===== src/rtl/can_conf_pkg.sv =====
// constants for the can fault confinement and node manager block
package can_conf_pkg;
    // ------------------------------------------------------------
    // counter widths and thresholds
    // ------------------------------------------------------------
    localparam int          CNT_W          = 9;
    localparam logic [8:0]  PASSIVE_LIMIT  = 9'h07F;  // passive above this
    localparam logic [8:0]  BUSOFF_LIMIT   = 9'h0FF;  // bus-off above this
    localparam logic [8:0]  CNT_RESET      = 9'h000;
    localparam logic [8:0]  TX_ERR_STEP    = 9'h008;
    localparam logic [8:0]  RX_ERR_STEP    = 9'h001;
    localparam logic [8:0]  RX_PRIMARY_STEP= 9'h008;
    localparam logic [8:0]  OK_STEP        = 9'h001;
    // ------------------------------------------------------------
    // node manager
    // ------------------------------------------------------------
    localparam int          NODE_W         = 7;
    localparam logic [6:0]  FIRST_NODE     = 7'h01;
    localparam logic [6:0]  LAST_NODE      = 7'h7F;
    // guard answer wait, in microseconds
    localparam int          GUARD_WAIT_US  = 100;
    localparam int          CLK_MHZ        = 200;
    localparam int          GUARD_WAIT_CYC = GUARD_WAIT_US * CLK_MHZ;

    typedef enum logic [1:0]
    {
        ERR_ACTIVE  = 2'b00,
        ERR_PASSIVE = 2'b01,
        ERR_BUSOFF  = 2'b10
    } conf_state_e;

    typedef enum logic [2:0]
    {
        MG_IDLE    = 3'b000,
        MG_GUARD   = 3'b001,
        MG_WAIT    = 3'b010,
        MG_NEXT    = 3'b011,
        MG_DONE    = 3'b100
    } mgr_state_e;
endpackage : can_conf_pkg


===== src/rtl/can_error_state_node_mgmt.sv =====
// can fault confinement, bus-off recovery and node guarding scan manager
`timescale 1ns/1ps
`default_nettype none

// Functional notes
// - error count above 127 makes the controller error-passive
// - error count above 255 means bus-off; bus outputs then stay recessive
// - passive clears by itself once both counts fall back to 127
// - bus-off holds until a restart command arrives with the 128th idle run, or until device reset
// - remote supervision uses node guarding requests, never heartbeat
// - no data exchange with a scanned node before it is connected
// - own-family nodes connect automatically after scan; others need connect request
// - while reset is held the controller drives nothing onto the bus
module can_error_state_node_mgmt #(
    parameter int GUARD_WAIT = can_conf_pkg::GUARD_WAIT_CYC
)(
    // clock and reset
    input  wire logic        mclk,
    input  wire logic        rst,
    // error events from the bit engine, one-cycle pulses
    input  wire logic        tx_error,
    input  wire logic        rx_error,
    input  wire logic        rx_error_primary,
    input  wire logic        tx_ok,
    input  wire logic        rx_ok,
    input  wire logic        idle_run,          // 11 recessive bits seen, one pulse per run
    // commands
    input  wire logic        link_restart_command,
    input  wire logic        network_discovery_command,
    input  wire logic        connect_request,
    input  wire logic [6:0]  connect_node,
    // node guarding traffic
    input  wire logic        guard_answer,      // answer seen for guard_node
    input  wire logic        guard_answer_family, // answer comes from own family
    input  wire logic        data_request,
    input  wire logic [6:0]  data_node,
    // bus side
    input  wire logic        tx_bit,
    output logic             can_tx,
    // status
    output logic [8:0]       tx_err_count,
    output logic [8:0]       rx_err_count,
    output logic             error_passive,
    output logic             bus_off,
    output logic             guard_request,
    output logic [6:0]       guard_node,
    output logic             scan_busy,
    output logic             scan_done,
    output logic             data_grant,
    output logic [127:0]     found_map,
    output logic [127:0]     connected_map
);
    // ------------------------------------------------------------
    // fault confinement
    // ------------------------------------------------------------
    can_conf_pkg::conf_state_e conf_reg, conf_next;
    logic [8:0]  tec_reg, tec_next;
    logic [8:0]  rec_reg, rec_next;
    logic [7:0]  idle_runs_reg, idle_runs_next;
    logic [9:0]  tec_up, rec_up, rec_upp;
    logic        over_off, over_passive, recovered;

    // saturating sums are one bit wider to see the crossing
    assign tec_up  = {1'b0, tec_reg} + {1'b0, can_conf_pkg::TX_ERR_STEP};
    assign rec_up  = {1'b0, rec_reg} + {1'b0, can_conf_pkg::RX_ERR_STEP};
    assign rec_upp = {1'b0, rec_reg} + {1'b0, can_conf_pkg::RX_PRIMARY_STEP};
    // either count beyond the off threshold takes the node off the bus
    assign over_off     = (tec_next > can_conf_pkg::BUSOFF_LIMIT) ||
                          (rec_next > can_conf_pkg::BUSOFF_LIMIT);
    assign over_passive = (tec_next > can_conf_pkg::PASSIVE_LIMIT) ||
                          (rec_next > can_conf_pkg::PASSIVE_LIMIT);
    assign recovered    = (idle_runs_reg == 8'h7F) && idle_run;                          // 128 idle runs

    // counter steps, error wins over success in the same cycle
    always_comb
    begin
        tec_next       = tec_reg;
        rec_next       = rec_reg;
        idle_runs_next = idle_runs_reg;
        conf_next      = conf_reg;
        if (conf_reg == can_conf_pkg::ERR_BUSOFF)
        begin
            if (idle_run)
                idle_runs_next = idle_runs_reg + 8'h01;
            if (link_restart_command && recovered)
            begin
                tec_next       = can_conf_pkg::CNT_RESET;
                rec_next       = can_conf_pkg::CNT_RESET;
                idle_runs_next = 8'h00;
                conf_next      = can_conf_pkg::ERR_ACTIVE;
            end
        end
        else
        begin
            if (tx_error)
                tec_next = tec_up[9] ? 9'h1FF : tec_up[8:0];
            else if (tx_ok && tec_reg != can_conf_pkg::CNT_RESET)
                tec_next = tec_reg - can_conf_pkg::OK_STEP;
            if (rx_error_primary)
                rec_next = rec_upp[9] ? 9'h1FF : rec_upp[8:0];
            else if (rx_error)
                rec_next = rec_up[9] ? 9'h1FF : rec_up[8:0];
            else if (rx_ok && rec_reg > can_conf_pkg::PASSIVE_LIMIT)
                rec_next = can_conf_pkg::PASSIVE_LIMIT;
            else if (rx_ok && rec_reg != can_conf_pkg::CNT_RESET)
                rec_next = rec_reg - can_conf_pkg::OK_STEP;
            if (over_off)
            begin
                conf_next      = can_conf_pkg::ERR_BUSOFF;
                idle_runs_next = 8'h00;
            end
            else if (over_passive)
                conf_next = can_conf_pkg::ERR_PASSIVE;
            else
                conf_next = can_conf_pkg::ERR_ACTIVE;
        end
    end

    // confinement registers
    always_ff @(posedge mclk)
    begin
        if (rst)
        begin
            conf_reg      <= can_conf_pkg::ERR_ACTIVE;
            tec_reg       <= can_conf_pkg::CNT_RESET;
            rec_reg       <= can_conf_pkg::CNT_RESET;
            idle_runs_reg <= 8'h00;
        end
        else
        begin
            conf_reg      <= conf_next;
            tec_reg       <= tec_next;
            rec_reg       <= rec_next;
            idle_runs_reg <= idle_runs_next;
        end
    end

    // ------------------------------------------------------------
    // network scan by node guarding
    // ------------------------------------------------------------
    can_conf_pkg::mgr_state_e mg_reg, mg_next;
    logic [6:0]   node_reg, node_next;
    logic [31:0]  wait_reg, wait_next;
    logic [127:0] found_reg, found_next;
    logic [127:0] conn_reg, conn_next;
    logic         on_bus, wait_over, last_node, scan_idle;

    assign on_bus    = (conf_reg != can_conf_pkg::ERR_BUSOFF);
    assign wait_over = (wait_reg >= GUARD_WAIT - 1);
    assign last_node = (node_reg == can_conf_pkg::LAST_NODE);
    // no data traffic while a scan is still running, connections count only once it is over
    assign scan_idle = (mg_reg == can_conf_pkg::MG_IDLE);

    // scan sequencer, one guard request per node id
    always_comb
    begin
        mg_next    = mg_reg;
        node_next  = node_reg;
        wait_next  = wait_reg;
        found_next = found_reg;
        conn_next  = conn_reg;
        case (mg_reg)
            can_conf_pkg::MG_IDLE:
            begin
                if (network_discovery_command && on_bus)
                begin
                    mg_next    = can_conf_pkg::MG_GUARD;
                    node_next  = can_conf_pkg::FIRST_NODE;
                    found_next = '0;
                    conn_next  = '0;
                end
                else if (connect_request && found_reg[connect_node])
                    conn_next[connect_node] = 1'b1;
            end
            can_conf_pkg::MG_GUARD:
            begin
                mg_next   = can_conf_pkg::MG_WAIT;
                wait_next = 32'h0;
            end
            can_conf_pkg::MG_WAIT:
            begin
                wait_next = wait_reg + 32'h1;
                if (guard_answer)
                begin
                    found_next[node_reg] = 1'b1;
                    mg_next = can_conf_pkg::MG_NEXT;
                    if (guard_answer_family)
                        conn_next[node_reg] = 1'b1;
                end
                else if (wait_over)
                    mg_next = can_conf_pkg::MG_NEXT;
            end
            can_conf_pkg::MG_NEXT:
            begin
                node_next = node_reg + 7'h01;
                mg_next   = last_node ? can_conf_pkg::MG_DONE : can_conf_pkg::MG_GUARD;
            end
            can_conf_pkg::MG_DONE:
                mg_next = can_conf_pkg::MG_IDLE;
            default:
                mg_next = can_conf_pkg::MG_IDLE;
        endcase
        if (!on_bus && mg_reg != can_conf_pkg::MG_IDLE)
            mg_next = can_conf_pkg::MG_IDLE;                                             // abort on bus-off
    end

    // manager registers
    always_ff @(posedge mclk)
    begin
        if (rst)
        begin
            mg_reg    <= can_conf_pkg::MG_IDLE;
            node_reg  <= can_conf_pkg::FIRST_NODE;
            wait_reg  <= 32'h0;
            found_reg <= '0;
            conn_reg  <= '0;
        end
        else
        begin
            mg_reg    <= mg_next;
            node_reg  <= node_next;
            wait_reg  <= wait_next;
            found_reg <= found_next;
            conn_reg  <= conn_next;
        end
    end

    // ------------------------------------------------------------
    // registered outputs
    // ------------------------------------------------------------
    always_ff @(posedge mclk)
    begin
        if (rst)
        begin
            can_tx        <= 1'b1;
            tx_err_count  <= can_conf_pkg::CNT_RESET;
            rx_err_count  <= can_conf_pkg::CNT_RESET;
            error_passive <= 1'b0;
            bus_off       <= 1'b0;
            guard_request <= 1'b0;
            guard_node    <= can_conf_pkg::FIRST_NODE;
            scan_busy     <= 1'b0;
            scan_done     <= 1'b0;
            data_grant    <= 1'b0;
            found_map     <= '0;
            connected_map <= '0;
        end
        else
        begin
            can_tx        <= (conf_next == can_conf_pkg::ERR_BUSOFF) ? 1'b1 : tx_bit;
            tx_err_count  <= tec_next;
            rx_err_count  <= rec_next;
            error_passive <= (conf_next == can_conf_pkg::ERR_PASSIVE);
            bus_off       <= (conf_next == can_conf_pkg::ERR_BUSOFF);
            guard_request <= (mg_next == can_conf_pkg::MG_GUARD);
            guard_node    <= node_next;
            scan_busy     <= (mg_next != can_conf_pkg::MG_IDLE);
            scan_done     <= (mg_next == can_conf_pkg::MG_DONE);
            data_grant    <= data_request && conn_reg[data_node] && on_bus && scan_idle;
            found_map     <= found_next;
            connected_map <= conn_next;
        end
    end
endmodule : can_error_state_node_mgmt

`default_nettype wire


===== config.mk =====
export PLATFORM = sky130hd
export DESIGN_NAME = can_error_state_node_mgmt
export DESIGN_NICKNAME = d
export VERILOG_FILES = /design/src/rtl/can_conf_pkg.sv /design/src/rtl/can_error_state_node_mgmt.sv
export SDC_FILE = /design/constraint.sdc
export NUM_CORES = 1
export LEC_CHECK = 0
export BUFFER_PORTS_ARGS = -buffer_cell sky130_fd_sc_hd__buf_4
export CAP_MARGIN = 0
export CELL_PAD_IN_SITES_DETAIL_PLACEMENT = 2
export CELL_PAD_IN_SITES_GLOBAL_PLACEMENT = 2
export CORE_AREA = 8 8 249 251
export CTS_CLUSTER_SIZE = 8
export DETAILED_ROUTE_END_ITERATION = 7
export DIE_AREA = 0 0 257 259
export MAX_ROUTING_LAYER = met4
export PLACE_DENSITY_LB_ADDON = 0.1
export SETUP_SLACK_MARGIN = 0.05
export SYNTH_ARGS = -nofsm -noshare
export SYNTH_HDL_FRONTEND = slang
export SYNTH_SLANG_ARGS = --single-unit

===== constraint.sdc =====
create_clock -name mclk -period 9 [get_ports mclk]
set_clock_uncertainty 0.05 [all_clocks]
set_input_delay 1.8 -clock mclk [delete_from_list [all_inputs] [get_ports mclk]]
set_output_delay 1.8 -clock mclk [all_outputs]
set_load 0.02 [all_outputs]

# == After elaboration in Yosys (flattened, before gate mapping) ==
# Index checks and enable logic that the tools add are counted.
# totals
reg_bits,333
in_bits,29
# op_classes
n_addsub,8
magnitude_cmp,11
eq_ne,16
muxes,46
bitwise_logic,3
n_reduce_logical,30
# op_table
cell,n
2-to-1 mux 128 bit,6
case mux 128 bit (2 select lines),2
bitwise OR 128 bit,3
2-to-1 mux 9 bit,13
case mux 32 bit (2 select lines),1
adder 32 x 1 -> 32 bit (second input constant),1
greater-or-equal comparator 32 x 15 -> 1 bit (second input constant),1
2-to-1 mux 8 bit,4
greater-than comparator 9 x 7 -> 1 bit (second input constant),3
< comparator 7 x 8 -> 1 bit (second input constant),3
adder 9 x 4 -> 10 bit (second input constant),2
greater-than comparator 9 x 8 -> 1 bit (second input constant),2
nonzero test 9 bit,2
subtractor 9 x 1 -> 9 bit (second input constant),2
2-to-1 mux 3 bit,5
binary-select mux 1 bit (select 7 bit),2
demux 1 bit (select 7 bit),2
greater-or-equal comparator 7 x 1 -> 1 bit (second input constant),2
case mux 7 bit (2 select lines),1
logical AND 1 bit,13
case mux 3 bit (4 select lines),1
adder 9 x 1 -> 10 bit (second input constant),1
adder 8 x 1 -> 8 bit (second input constant),1
== test 8 x 7 -> 1 bit (second input constant),1
23 further kinds,40

# == Longest topological paths before layout ==
# Gate-level depths: netlist (run 1).
# logic_depth
ltp_word,14
mapped_depth,13
depth_no_buf,9

# == Least setup slack after synthesis (run 1) ==
# OpenSTA, ideal clock, no wires.
# synth_path
path_type,input -> register
startpoint,input data_node[0]
endpoint,register data_grant
setup_ns,0.116
arrival_ns,4.201
required_time_ns,8.834
slack_ns,4.634
path_stages,7
cell_sequence,clkbuf_1 -> buf_1 -> mux4_2 -> mux4_2 -> mux4_2 -> mux2i_1 -> nor2_1
# synth_between
elab_chain_len,5
# synth_rtl
element,line_no,rtl
"start, declared",can_error_state_node_mgmt.sv:36,"input wire logic [6:0] data_node,"
binary-select mux 1 bit (select 7 bit),can_error_state_node_mgmt.sv:259,data_grant <= data_request && conn_reg[data_node] && on_bus && scan_idle;
2-to-1 mux 1 bit (implied by the code),can_error_state_node_mgmt.sv:259,
logical AND 1 bit (3 in a row),can_error_state_node_mgmt.sv:259,
"end signal, assigned",can_error_state_node_mgmt.sv:259,
"end, declared",can_error_state_node_mgmt.sv:49,"output logic data_grant,"
# No other way between the ends. The select of a mux whose other input is x is not followed.
# A chain may end at the register's enable or synchronous reset.

# == Final worst setup path (run 1) ==
# layout_path
startpoint,input connect_node[2]
endpoint,register connected_map[34]
# layout_between
elab_chain_len,8
elab_cells_between_ends,14
# layout_rtl
element,line_no,rtl
"start, declared",can_error_state_node_mgmt.sv:31,"input wire logic [6:0] connect_node,"
< comparator 7 x 8 -> 1 bit (implied by the code) or greater-or-equal comparator 7 x 1 -> 1 bit (tied branches),can_error_state_node_mgmt.sv:173,conn_next[connect_node] = 1'b1;
logical AND 1 bit (implied by the code),can_error_state_node_mgmt.sv:173,
2-to-1 mux 1 bit (implied by the code),can_error_state_node_mgmt.sv:173,
demux 1 bit (select 7 bit),can_error_state_node_mgmt.sv:173,
bitwise OR 128 bit (no source line),--,
2-to-1 mux 128 bit,can_error_state_node_mgmt.sv:172,else if (connect_request && found_reg[connect_node])
2-to-1 mux 128 bit,can_error_state_node_mgmt.sv:165,if (network_discovery_command && on_bus)
case mux 128 bit (2 select lines),can_error_state_node_mgmt.sv:162,case (mg_reg)
"end signal, assigned",can_error_state_node_mgmt.sv:261,connected_map <= conn_next;
"end, declared",can_error_state_node_mgmt.sv:51,output logic [127:0] connected_map
# Parallel ways exist; a longest one is shown, timed or not. The select of a mux whose other input is x is not followed.

==> results_dict.tcl, run 1 <==
set metrics [dict create \
    vias_per_cell 5.95 \
    gp_congestion 0.852 \
    maxSlewViolCount 0 \
    routed-wl-met3_um 3550 \
    critical_path_class "primary input to flop" \
    portBuffers 316 \
    syn-num-nets 2218 \
    fin_setup_tns_ps 0 \
    synth_top_area_cell "dfxtp_1" \
    core-area_sq_um 58200 \
    clockBufferDepth 3 \
    cts_sinks 333 \
    syn_inst 2175 \
    power_density_nw_per_um2 245 \
    initial_utilization_pct 30.6 \
    wl_per_cell_um 27.6 \
    rsz0062_at_grt "false" \
    required_ps 9340 \
    worst_slack_ps 3510 \
    dr.first_iter.drc_count 1290 \
    die_area_sq_um 66600 \
    async_flop_share_pct 0 \
    yosysMostFrequentCell "dfxtp_1" \
    dpl.hpwl_um 60600 \
    postLayoutCellArea_sq_um 22100 \
    timing_hold_violations_final 0 \
    netlist_area_sq_um 17800 \
    vdd_ir_drop_max_mv 0.137 \
    fin_crit_sh_pct 61.0 \
    htreeDepth 2 \
    max_freq_mhz 182 \
    ff2ff_setup_slack_ps 4930 \
    drv_cap 0 \
    dpl-instance-area_sq_um 20800 \
    wl_met1_um 38300 \
    cp-end-kind "flop" \
    route.vias.total 18851 \
    synth.area.top_cells "dfxtp_1 (37%), nor2_1 (6.7%), mux4_2 (6.2%)" \
    cts_made_buffers 47 \
    grtUsageTotal_pct 25.8 \
    cts_root_buf "clkbuf_16" \
    holdWs_ps 431 \
    drt-total-wl_um 87400 \
    finalCriticalPeriod_ps 5490 \
    cts_tree "built" \
    grt_start_max_net_pins 103 \
    fill_cells 6565 \
    top_layer "met4" \
    cts_setup_buffers 0 \
    fp.dieH_um 259 \
    yosys_register_bits 333 \
    postCtsResizedCells 0 \
    grt_pass1_wl_um 131000 \
    outcome "finished, final reports clean" \
    slew_headroom_pct 17.3 \
    post_synth_num_cell_types 74 \
    rows 89 \
    setup_viol 0 \
    crit_arrival_ps 5830 \
    synth_top_area_share_pct 37.4 \
    first_pass_iters 7 \
    grt_pass1_vias 19766 \
    synth_edf_count 0 \
    io_pins 317 \
    p_leak_nw 8.05 \
    cp_max_fo 63 \
    nNetsFinal 2434 \
    dominantRegCellSynth "dfxtp_1" \
    startpoint_type "primary input" \
    worstMarginPinSlew_ps 1230 \
    clock_latency_ps 590 \
    drc_errors 0 \
    clkTransAtPathRegs_ps 50 \
    ant_nets 0 \
    wl_met2_um 43100 \
    yosysSeqAreaShare_pct 37.4 \
    area_growth_pct 24.0 \
    grt.overflow.total 0 \
    avgSynthCellArea_sq_um 8.19 \
    ys_warn_count 0 \
    antenna_found_initial 3 \
    min_path_type "flop to flop" \
    dp_slack_ps 3020 \
    holdBufCountCts 0 \
    synth_common_cells "dfxtp_1 (333), nor2_1 (318), a21oi_1 (208)" \
    die_w_um 257 \
    drive_gt1_share_pct 24.1 \
]
[metrics by stage]
step	total power, W	utilization [%]	instances
2_1_floorplan	0.00309	-	2175
3_3_place_gp	0.00375	35.8	3115
3_5_place_dp	0.00382	35.8	3115
4_1_cts	0.00547	37.9	3167
5_1_grt	0.00568	37.9	3169
6_report	0.00541	37.9	3169
[worst paths after layout]
check | depth (start not counted) | start | end
max | 10 | connect_node[2] | connected_map[34]
min reg2reg | 2 | connected_map[28] | connected_map[28]
min | 2 | connected_map[28] | connected_map[28]
max reg2reg | 9 | mg_reg[1] | connected_map[34]
[where the power goes]
part | internal (W) | switching (W) | leakage, nW
registers | 0.00166 | 0.000269 | 2.71
logic | 0.000696 | 0.00117 | 4.73
clock network | 0.000943 | 0.000675 | 0.611
total | 0.00330 | 0.00212 | 8.05
[placed cells by master, fill, tap and decap left out, drive strengths merged, types with 7 or more instances in the layout]
| cell | synthesis | final |
|---|---|---|
| a22oi | 107 | 107 |
| nor2b | 11 | 11 |
| nand2 | 148 | 148 |
| clkbuf | 158 | 50 |
| and3 | 14 | 14 |
| a21oi | 208 | 208 |
| a221oi | 120 | 120 |
| dfxtp | 333 | 333 |
| a311oi | 7 | 7 |
| o31ai | 10 | 10 |
| buf | 39 | 364 |
| nor3 | 34 | 34 |
| inv | 126 | 127 |
| nand3 | 61 | 61 |
| nand4 | 16 | 16 |
| o21ai | 160 | 160 |
| or2 | 14 | 14 |
| mux4 | 49 | 49 |
| ha | 14 | 14 |
| nand2b | 15 | 15 |
| o22ai | 9 | 9 |
| o311ai | 36 | 36 |
| nor2 | 319 | 319 |
| mux2 | 28 | 28 |
| a31oi | 13 | 13 |
| or3 | 13 | 13 |
| o211ai | 12 | 12 |
| nor4 | 12 | 12 |
[critical path, stage by stage]
cell and delay, ps:
buf_4 330, nor2b_1 790, a221oi_1 220, o21ai_0 210, nor2_1 90, nor4b_4 260, buf_4 370, or3_4 900
buf_4 600, a221oi_1 150
[final cells by class]
cell class	count	area (sq um)	share of cell area, %
well taps	773	967	4.38
clock inverters	2	25.0	0.113
flip-flops and latches	333	6670	30.2
multi-input cells	1519	9990	45.2
repair buffers	364	2740	12.4
diodes	2	5.00	0.0227
inverters	126	473	2.14
clock buffers	50	1220	5.52
[logic make-up after synthesis]
group	count (synthesis)	synth area share (%)
xor+xnor	7	0.344
fa+ha+maj	14	0.984
flops	333	37.4
simple gates	686	17.2
compound gates	730	28.5
buf+inv	323	7.35
mux	82	8.27
[metal layers]
| layer | global-route usage (%) | up-vias |
|---|---|---|
| met5 | - | - |
| li1 | - | 8392 |
| met4 | 8.36 | 0 |
| met2 | 43.2 | 547 |
| met1 | 32.2 | 9776 |
| met3 | 3.11 | 136 |
Note: power is estimated with default switching activity, not from simulation.
==> run 2, diff against run 1 <==
==> constraint.sdc (replaced) <==
create_clock -name mclk -period 5.5 [get_ports mclk]
set_clock_uncertainty 0.05 [all_clocks]
set_input_delay 1.1 -clock mclk [delete_from_list [all_inputs] [get_ports mclk]]
set_output_delay 1.1 -clock mclk [all_outputs]
set_load 0.02 [all_outputs]
==> run 2 against run 1 <==
  * Flip-flop and latch count unchanged
  * Die area unchanged
  * Combinational power up 65%
  * Critical path depth down 1
  * First-iteration DRC count down 9.2%
  * Utilization up 0.17 points
  * Design area up 0.46%
  * Largest power group unchanged
  * Routed wire length up 1.3%
  * Power up 66%
  * Clock power up 68%
  * Worst setup slack worse by 2000 ps
==> results_dict.tcl, run 2 (synthesis results as in run 1) <==
set metrics [dict create \
    outcome "finished, final reports clean" \
    p_sw_w 0.00354 \
    clkTransAtPathRegs_ps 50 \
    grt_start_max_net_pins 97 \
    htreeDepth 2 \
    core-area_sq_um 58200 \
    combPwrFrac_pct 34.4 \
    fill_cells 6583 \
    worstMarginPinSlew_ps 1350 \
    ant_nets 0 \
    finalCriticalPeriod_ps 3950 \
    dpl.hpwl_um 60400 \
    drv_cap 0 \
    io_pins 317 \
    gp_congestion 0.829 \
    cts_tree "built" \
    max_freq_mhz 253 \
    timing_hold_violations_final 0 \
    slew_headroom_pct 9.71 \
    timing.rr.start "mg_reg[0]" \
    min_path_type "flop to flop" \
    die_w_um 257 \
    grt_pass1_vias 20216 \
    cp_num_buf_inv 2 \
    cp_cell_sequence "buf_4, nor2b_1, a221oi_1, o21ai_0, o2111ai_1, a31oi_2, or3_4, buf_4, a221oi_1" \
    min_to "connected_map[28]" \
    ff2ff_setup_slack_ps 2080 \
    power_frac_clock_pct 30.3 \
    cts_root_buf "clkbuf_16" \
    antenna_found_initial 0 \
    rsz0062_at_grt "false" \
    grt.overflow.total 0 \
    holdBufCountCts 0 \
    cpPeakStageDelay_ps 790 \
    wl_per_cell_um 27.9 \
    drt-total-wl_um 88600 \
    fin_crit_sh_pct 71.9 \
    first_pass_iters 6 \
    vdd_ir_drop_max_mv 0.215 \
    fp.dieH_um 259 \
    die_area_sq_um 66600 \
    path_delay_family "simple AND/OR/NAND/NOR gates" \
    crit_start "connect_node[2]" \
    diodes 0 \
    setup_viol 0 \
    clock_latency_ps 600 \
    power_density_nw_per_um2 405 \
    switching_share_pct 39.4 \
    postCtsResizedCells 0 \
    worst-r2r-cell-count 8 \
    grtUsageTotal_pct 26.1 \
    drc_errors 0 \
    vias_per_cell 5.97 \
    cts_sinks 333 \
    route.vias.total 18957 \
    hold-path-cell-count 2 \
    dr.first_iter.drc_count 1171 \
    min_from "connected_map[28]" \
    area_growth_pct 24.6 \
    fin_setup_tns_ps 0 \
    required_ps 5860 \
    grt_pass1_wl_um 133000 \
    layout_common_cells "buf_4 (363), dfxtp_1 (333), nor2_1 (318)" \
    layout_commonest_cell "buf_4" \
    timing.rr.end "connected_map[64]" \
    crit_arrival_ps 4310 \
    startpoint_type "primary input" \
    drive_gt1_share_pct 24.2 \
    fin_util_pct 38.1 \
    pwr-share-seq_pct 35.3 \
    maxSlewViolCount 0 \
    rows 89 \
    cp-end-kind "flop" \
    critical_path_class "primary input to flop" \
    cp_max_fo 46 \
    crit_slowest_cell "nor2b_1" \
    cts_made_buffers 48 \
    portBuffers 316 \
    initial_utilization_pct 30.6 \
    p_int_w 0.00544 \
    cts_setup_buffers 0 \
    holdWs_ps 431 \
    nNetsFinal 2438 \
    clockBufferDepth 3 \
    p_leak_nw 8.10 \
]
-- run 2: per-layer routing --
layer  GRT usage [%]  up-vias  part of all wire (%)
li1                -     8393                     -
met1            31.8     9790                    43
met2            44.5      588                    49
met3            3.44      186                   4.5
met4            8.88        0                   3.3
met5               -        -                     0
-- run 2: worst max-delay path by stage --
stage                          to  slack (ps)  cells past startpoint
2_1_floorplan          data_grant        1830                      7
6_report        connected_map[90]        1550                      9
3_3_place_gp   connected_map[127]        1040                      9
5_1_grt         connected_map[64]        1350                     10
4_1_cts         connected_map[64]        1610                     10
3_5_place_dp    connected_map[90]         980                      9
-- run 2: layout make-up --
| class | instances | area (sq um) | area share [%] |
|---|---|---|---|
| Tap cell | 773 | 967 | 4.36 |
| Inverter | 126 | 473 | 2.13 |
| Clock inverter | 4 | 52.6 | 0.237 |
| Timing Repair Buffer | 367 | 2800 | 12.6 |
| Sequential cell | 333 | 6670 | 30.1 |
| Clock buffer | 55 | 1240 | 5.58 |
| Multi-Input combinational cell | 1519 | 9990 | 45.0 |
-- run 2: worst register-to-register path, delay by kind of cell, from the launching register on --
| family | cells | cell delay, ps |
|---|---|---|
| DFF | 1 | 420 |
| buffers and inverters | 1 | 610 |
| AOI/OAI and AO/OA | 3 | 620 |
| and+or+nand+nor | 4 | 1640 |
-- run 2: through the flow --
step                setup WS [ps]  instance area [sq um]  power, W  std cells
floorplan                    1830                  17800   0.00506       2175
global placement             1040                  20900   0.00619       3118
detailed placement            976                  20900   0.00630       3118
CTS                          1610                  22200   0.00907       3177
global route                 1350                  22200   0.00943       3177
finish                       1550                  22200   0.00898       3177
-- run 2: power groups by stage --
stage | registers [W] | clock network [W] | logic [W]
after floorplan | 0.00332 | 0 | 0.00174
after global placement | 0.00320 | 0 | 0.00299
after detailed placement | 0.00321 | 0 | 0.00309
after CTS | 0.00316 | 0.00280 | 0.00311
after global routing | 0.00320 | 0.00288 | 0.00335
final | 0.00317 | 0.00272 | 0.00309
==> run 3, diff against run 2 <==
==> constraint.sdc (replaced) <==
create_clock -name mclk -period 4.1 [get_ports mclk]
set_clock_uncertainty 0.05 [all_clocks]
set_input_delay 0.82 -clock mclk [delete_from_list [all_inputs] [get_ports mclk]]
set_output_delay 0.82 -clock mclk [all_outputs]
set_load 0.02 [all_outputs]
==> run 3 against run 2 <==
  * Worst hold slack got worse by 69 ps
  * Design area up 0.91%
  * Sequential power increased by 33%
  * Combinational power rose by 38%
  * Flip-flop and latch count is the same
  * Critical path type unchanged
  * Critical endpoint is now connected_map[83]
==> results_dict.tcl, run 3 (synthesis results as in run 1) <==
set metrics [dict create \
    outcome "finished, final reports clean" \
    maxSlewViolCount 0 \
    dpl.hpwl_um 61000 \
    area_growth_pct 25.7 \
    cp-end-kind "flop" \
    seqCellArea_sq_um 6670 \
    portBuffers 316 \
    postCtsResizedCells 0 \
    fin_util_pct 38.4 \
    timing_hold_violations_final 0 \
    die_area_sq_um 66600 \
    min_from "tx_bit" \
    io_pins 317 \
    gp_congestion 0.854 \
    rows 89 \
    worst-r2r-cell-count 7 \
    route.vias.total 18992 \
    rsz0062_at_grt "false" \
    grt_start_max_net_pins 158 \
    postLayoutCellArea_sq_um 22400 \
    holdBufCountCts 0 \
    cpPeakStageDelay_ps 750 \
    startpoint_type "primary input" \
    drive_gt1_share_pct 24.9 \
    fill_cells 6487 \
    hold-path-cell-count 2 \
    initial_utilization_pct 30.6 \
    cts_root_buf "clkbuf_16" \
    nNetsFinal 2461 \
    cp_max_fo 96 \
    worstMarginPinSlew_ps 1340 \
    max_freq_mhz 293 \
    die_w_um 257 \
    drt-total-wl_um 88100 \
    setup_viol 0 \
    p_leak_nw 8.23 \
    multi_input_area_sq_um 9970 \
    dp_slack_ps 149 \
    ant_nets 0 \
    dpl-instance-area_sq_um 21100 \
    drv_cap 0 \
    cp_cell_sequence "buf_4, nor2b_1, a221oi_1, o21ai_0, nor2_1, nor4b_4, or3_4, buf_12, a221oi_1" \
    cts_sinks 333 \
    timing.rr.end "connected_map[83]" \
    fin_setup_tns_ps 0 \
    layout_commonest_cell "buf_4" \
    finalCriticalPeriod_ps 3410 \
    worst_slack_ps 688 \
    antenna_found_initial 1 \
    power_density_nw_per_um2 539 \
    clock_latency_ps 600 \
    cts_made_buffers 48 \
    core-area_sq_um 58200 \
    fin_crit_sh_pct 83.2 \
    crit_slowest_cell "nor2b_1" \
    htreeDepth 2 \
    timing.rr.start "mg_reg[1]" \
    holdWs_ps 362 \
    dr.first_iter.drc_count 1196 \
    fp.dieH_um 259 \
    layout_common_cells "buf_4 (380), dfxtp_1 (333), nor2_1 (318)" \
    drc_errors 0 \
    slew_headroom_pct 10.4 \
    clkTransAtPathRegs_ps 50 \
    cts_setup_buffers 0 \
    cts_tree "built" \
    min_path_type "primary input to flop" \
    vias_per_cell 5.94 \
    crit_arrival_ps 3770 \
    vdd_ir_drop_max_mv 0.309 \
    grt.overflow.total 0 \
    ff2ff_setup_slack_ps 790 \
    grtUsageTotal_pct 26.1 \
    required_ps 4460 \
    first_pass_iters 6 \
    critical_path_class "primary input to flop" \
    crit_path_frequent_cell "a221oi_1" \
    grt_pass1_vias 20212 \
    wl_per_cell_um 27.6 \
    clockBufferDepth 3 \
    min_to "can_tx" \
    grt_pass1_wl_um 132000 \
]
-- run 3: cell count changes in the layout (fill, tap and decap cells not counted), sizes merged --
cell	before	now
clkbuf	55	50
buf	367	390
diode	0	1
clkinv	2	3
-- run 3: area by class of cell --
| type | instances | area share (%) |
|---|---|---|
| diodes | 1 | 0.0112 |
| repair buffers | 390 | 13.6 |
| well taps | 773 | 4.32 |
| inverters | 126 | 2.11 |
| clock buffers | 50 | 5.40 |
| clock inverters | 5 | 0.263 |
| multi-input cells | 1519 | 44.5 |
| flip-flops and latches | 333 | 29.8 |
-- run 3: how the worst max path moves through the flow --
stage | endpoint | depth (start not counted) | slack [ps] | start
floorplan | data_grant | 7 | 710 | data_node[0]
global placement | data_grant | 7 | 200 | data_node[0]
detailed placement | data_grant | 7 | 150 | data_node[0]
CTS | connected_map[102] | 9 | 780 | connect_node[0]
global route | connected_map[89] | 7 | 440 | mg_reg[1]
finish | connected_map[83] | 9 | 690 | connect_node[0]
-- run 3: worst max-delay path: cells and delay by family --
family,cells,cell delay [ps]
buffers and inverters,2,610
AOI/OAI and AO/OA,3,570
and+or+nand+nor,4,1590
-- run 3: where the power goes --
| part | switching, W | internal, W | total [W] |
|---|---|---|---|
| clock | 0.00154 | 0.00207 | 0.00362 |
| sequential | 0.000574 | 0.00364 | 0.00421 |
| combinational | 0.00262 | 0.00162 | 0.00425 |
| total | 0.00474 | 0.00733 | 0.0121 |
-- run 3: stage by stage --
step | std cells | total power, W
floorplan | 2175 | 0.00679
global placement | 3141 | 0.00837
detailed placement | 3141 | 0.00853
CTS | 3196 | 0.0122
global route | 3197 | 0.0127
finish | 3197 | 0.0121
-- run 3: metal layers --
layer	share of wire [%]	GRT usage (%)	up-vias
met1	43	32.2	9842
met4	3.5	9.55	0
met2	49	43.7	524
li1	-	-	8457
met5	0	-	-
met3	3.8	3.25	169
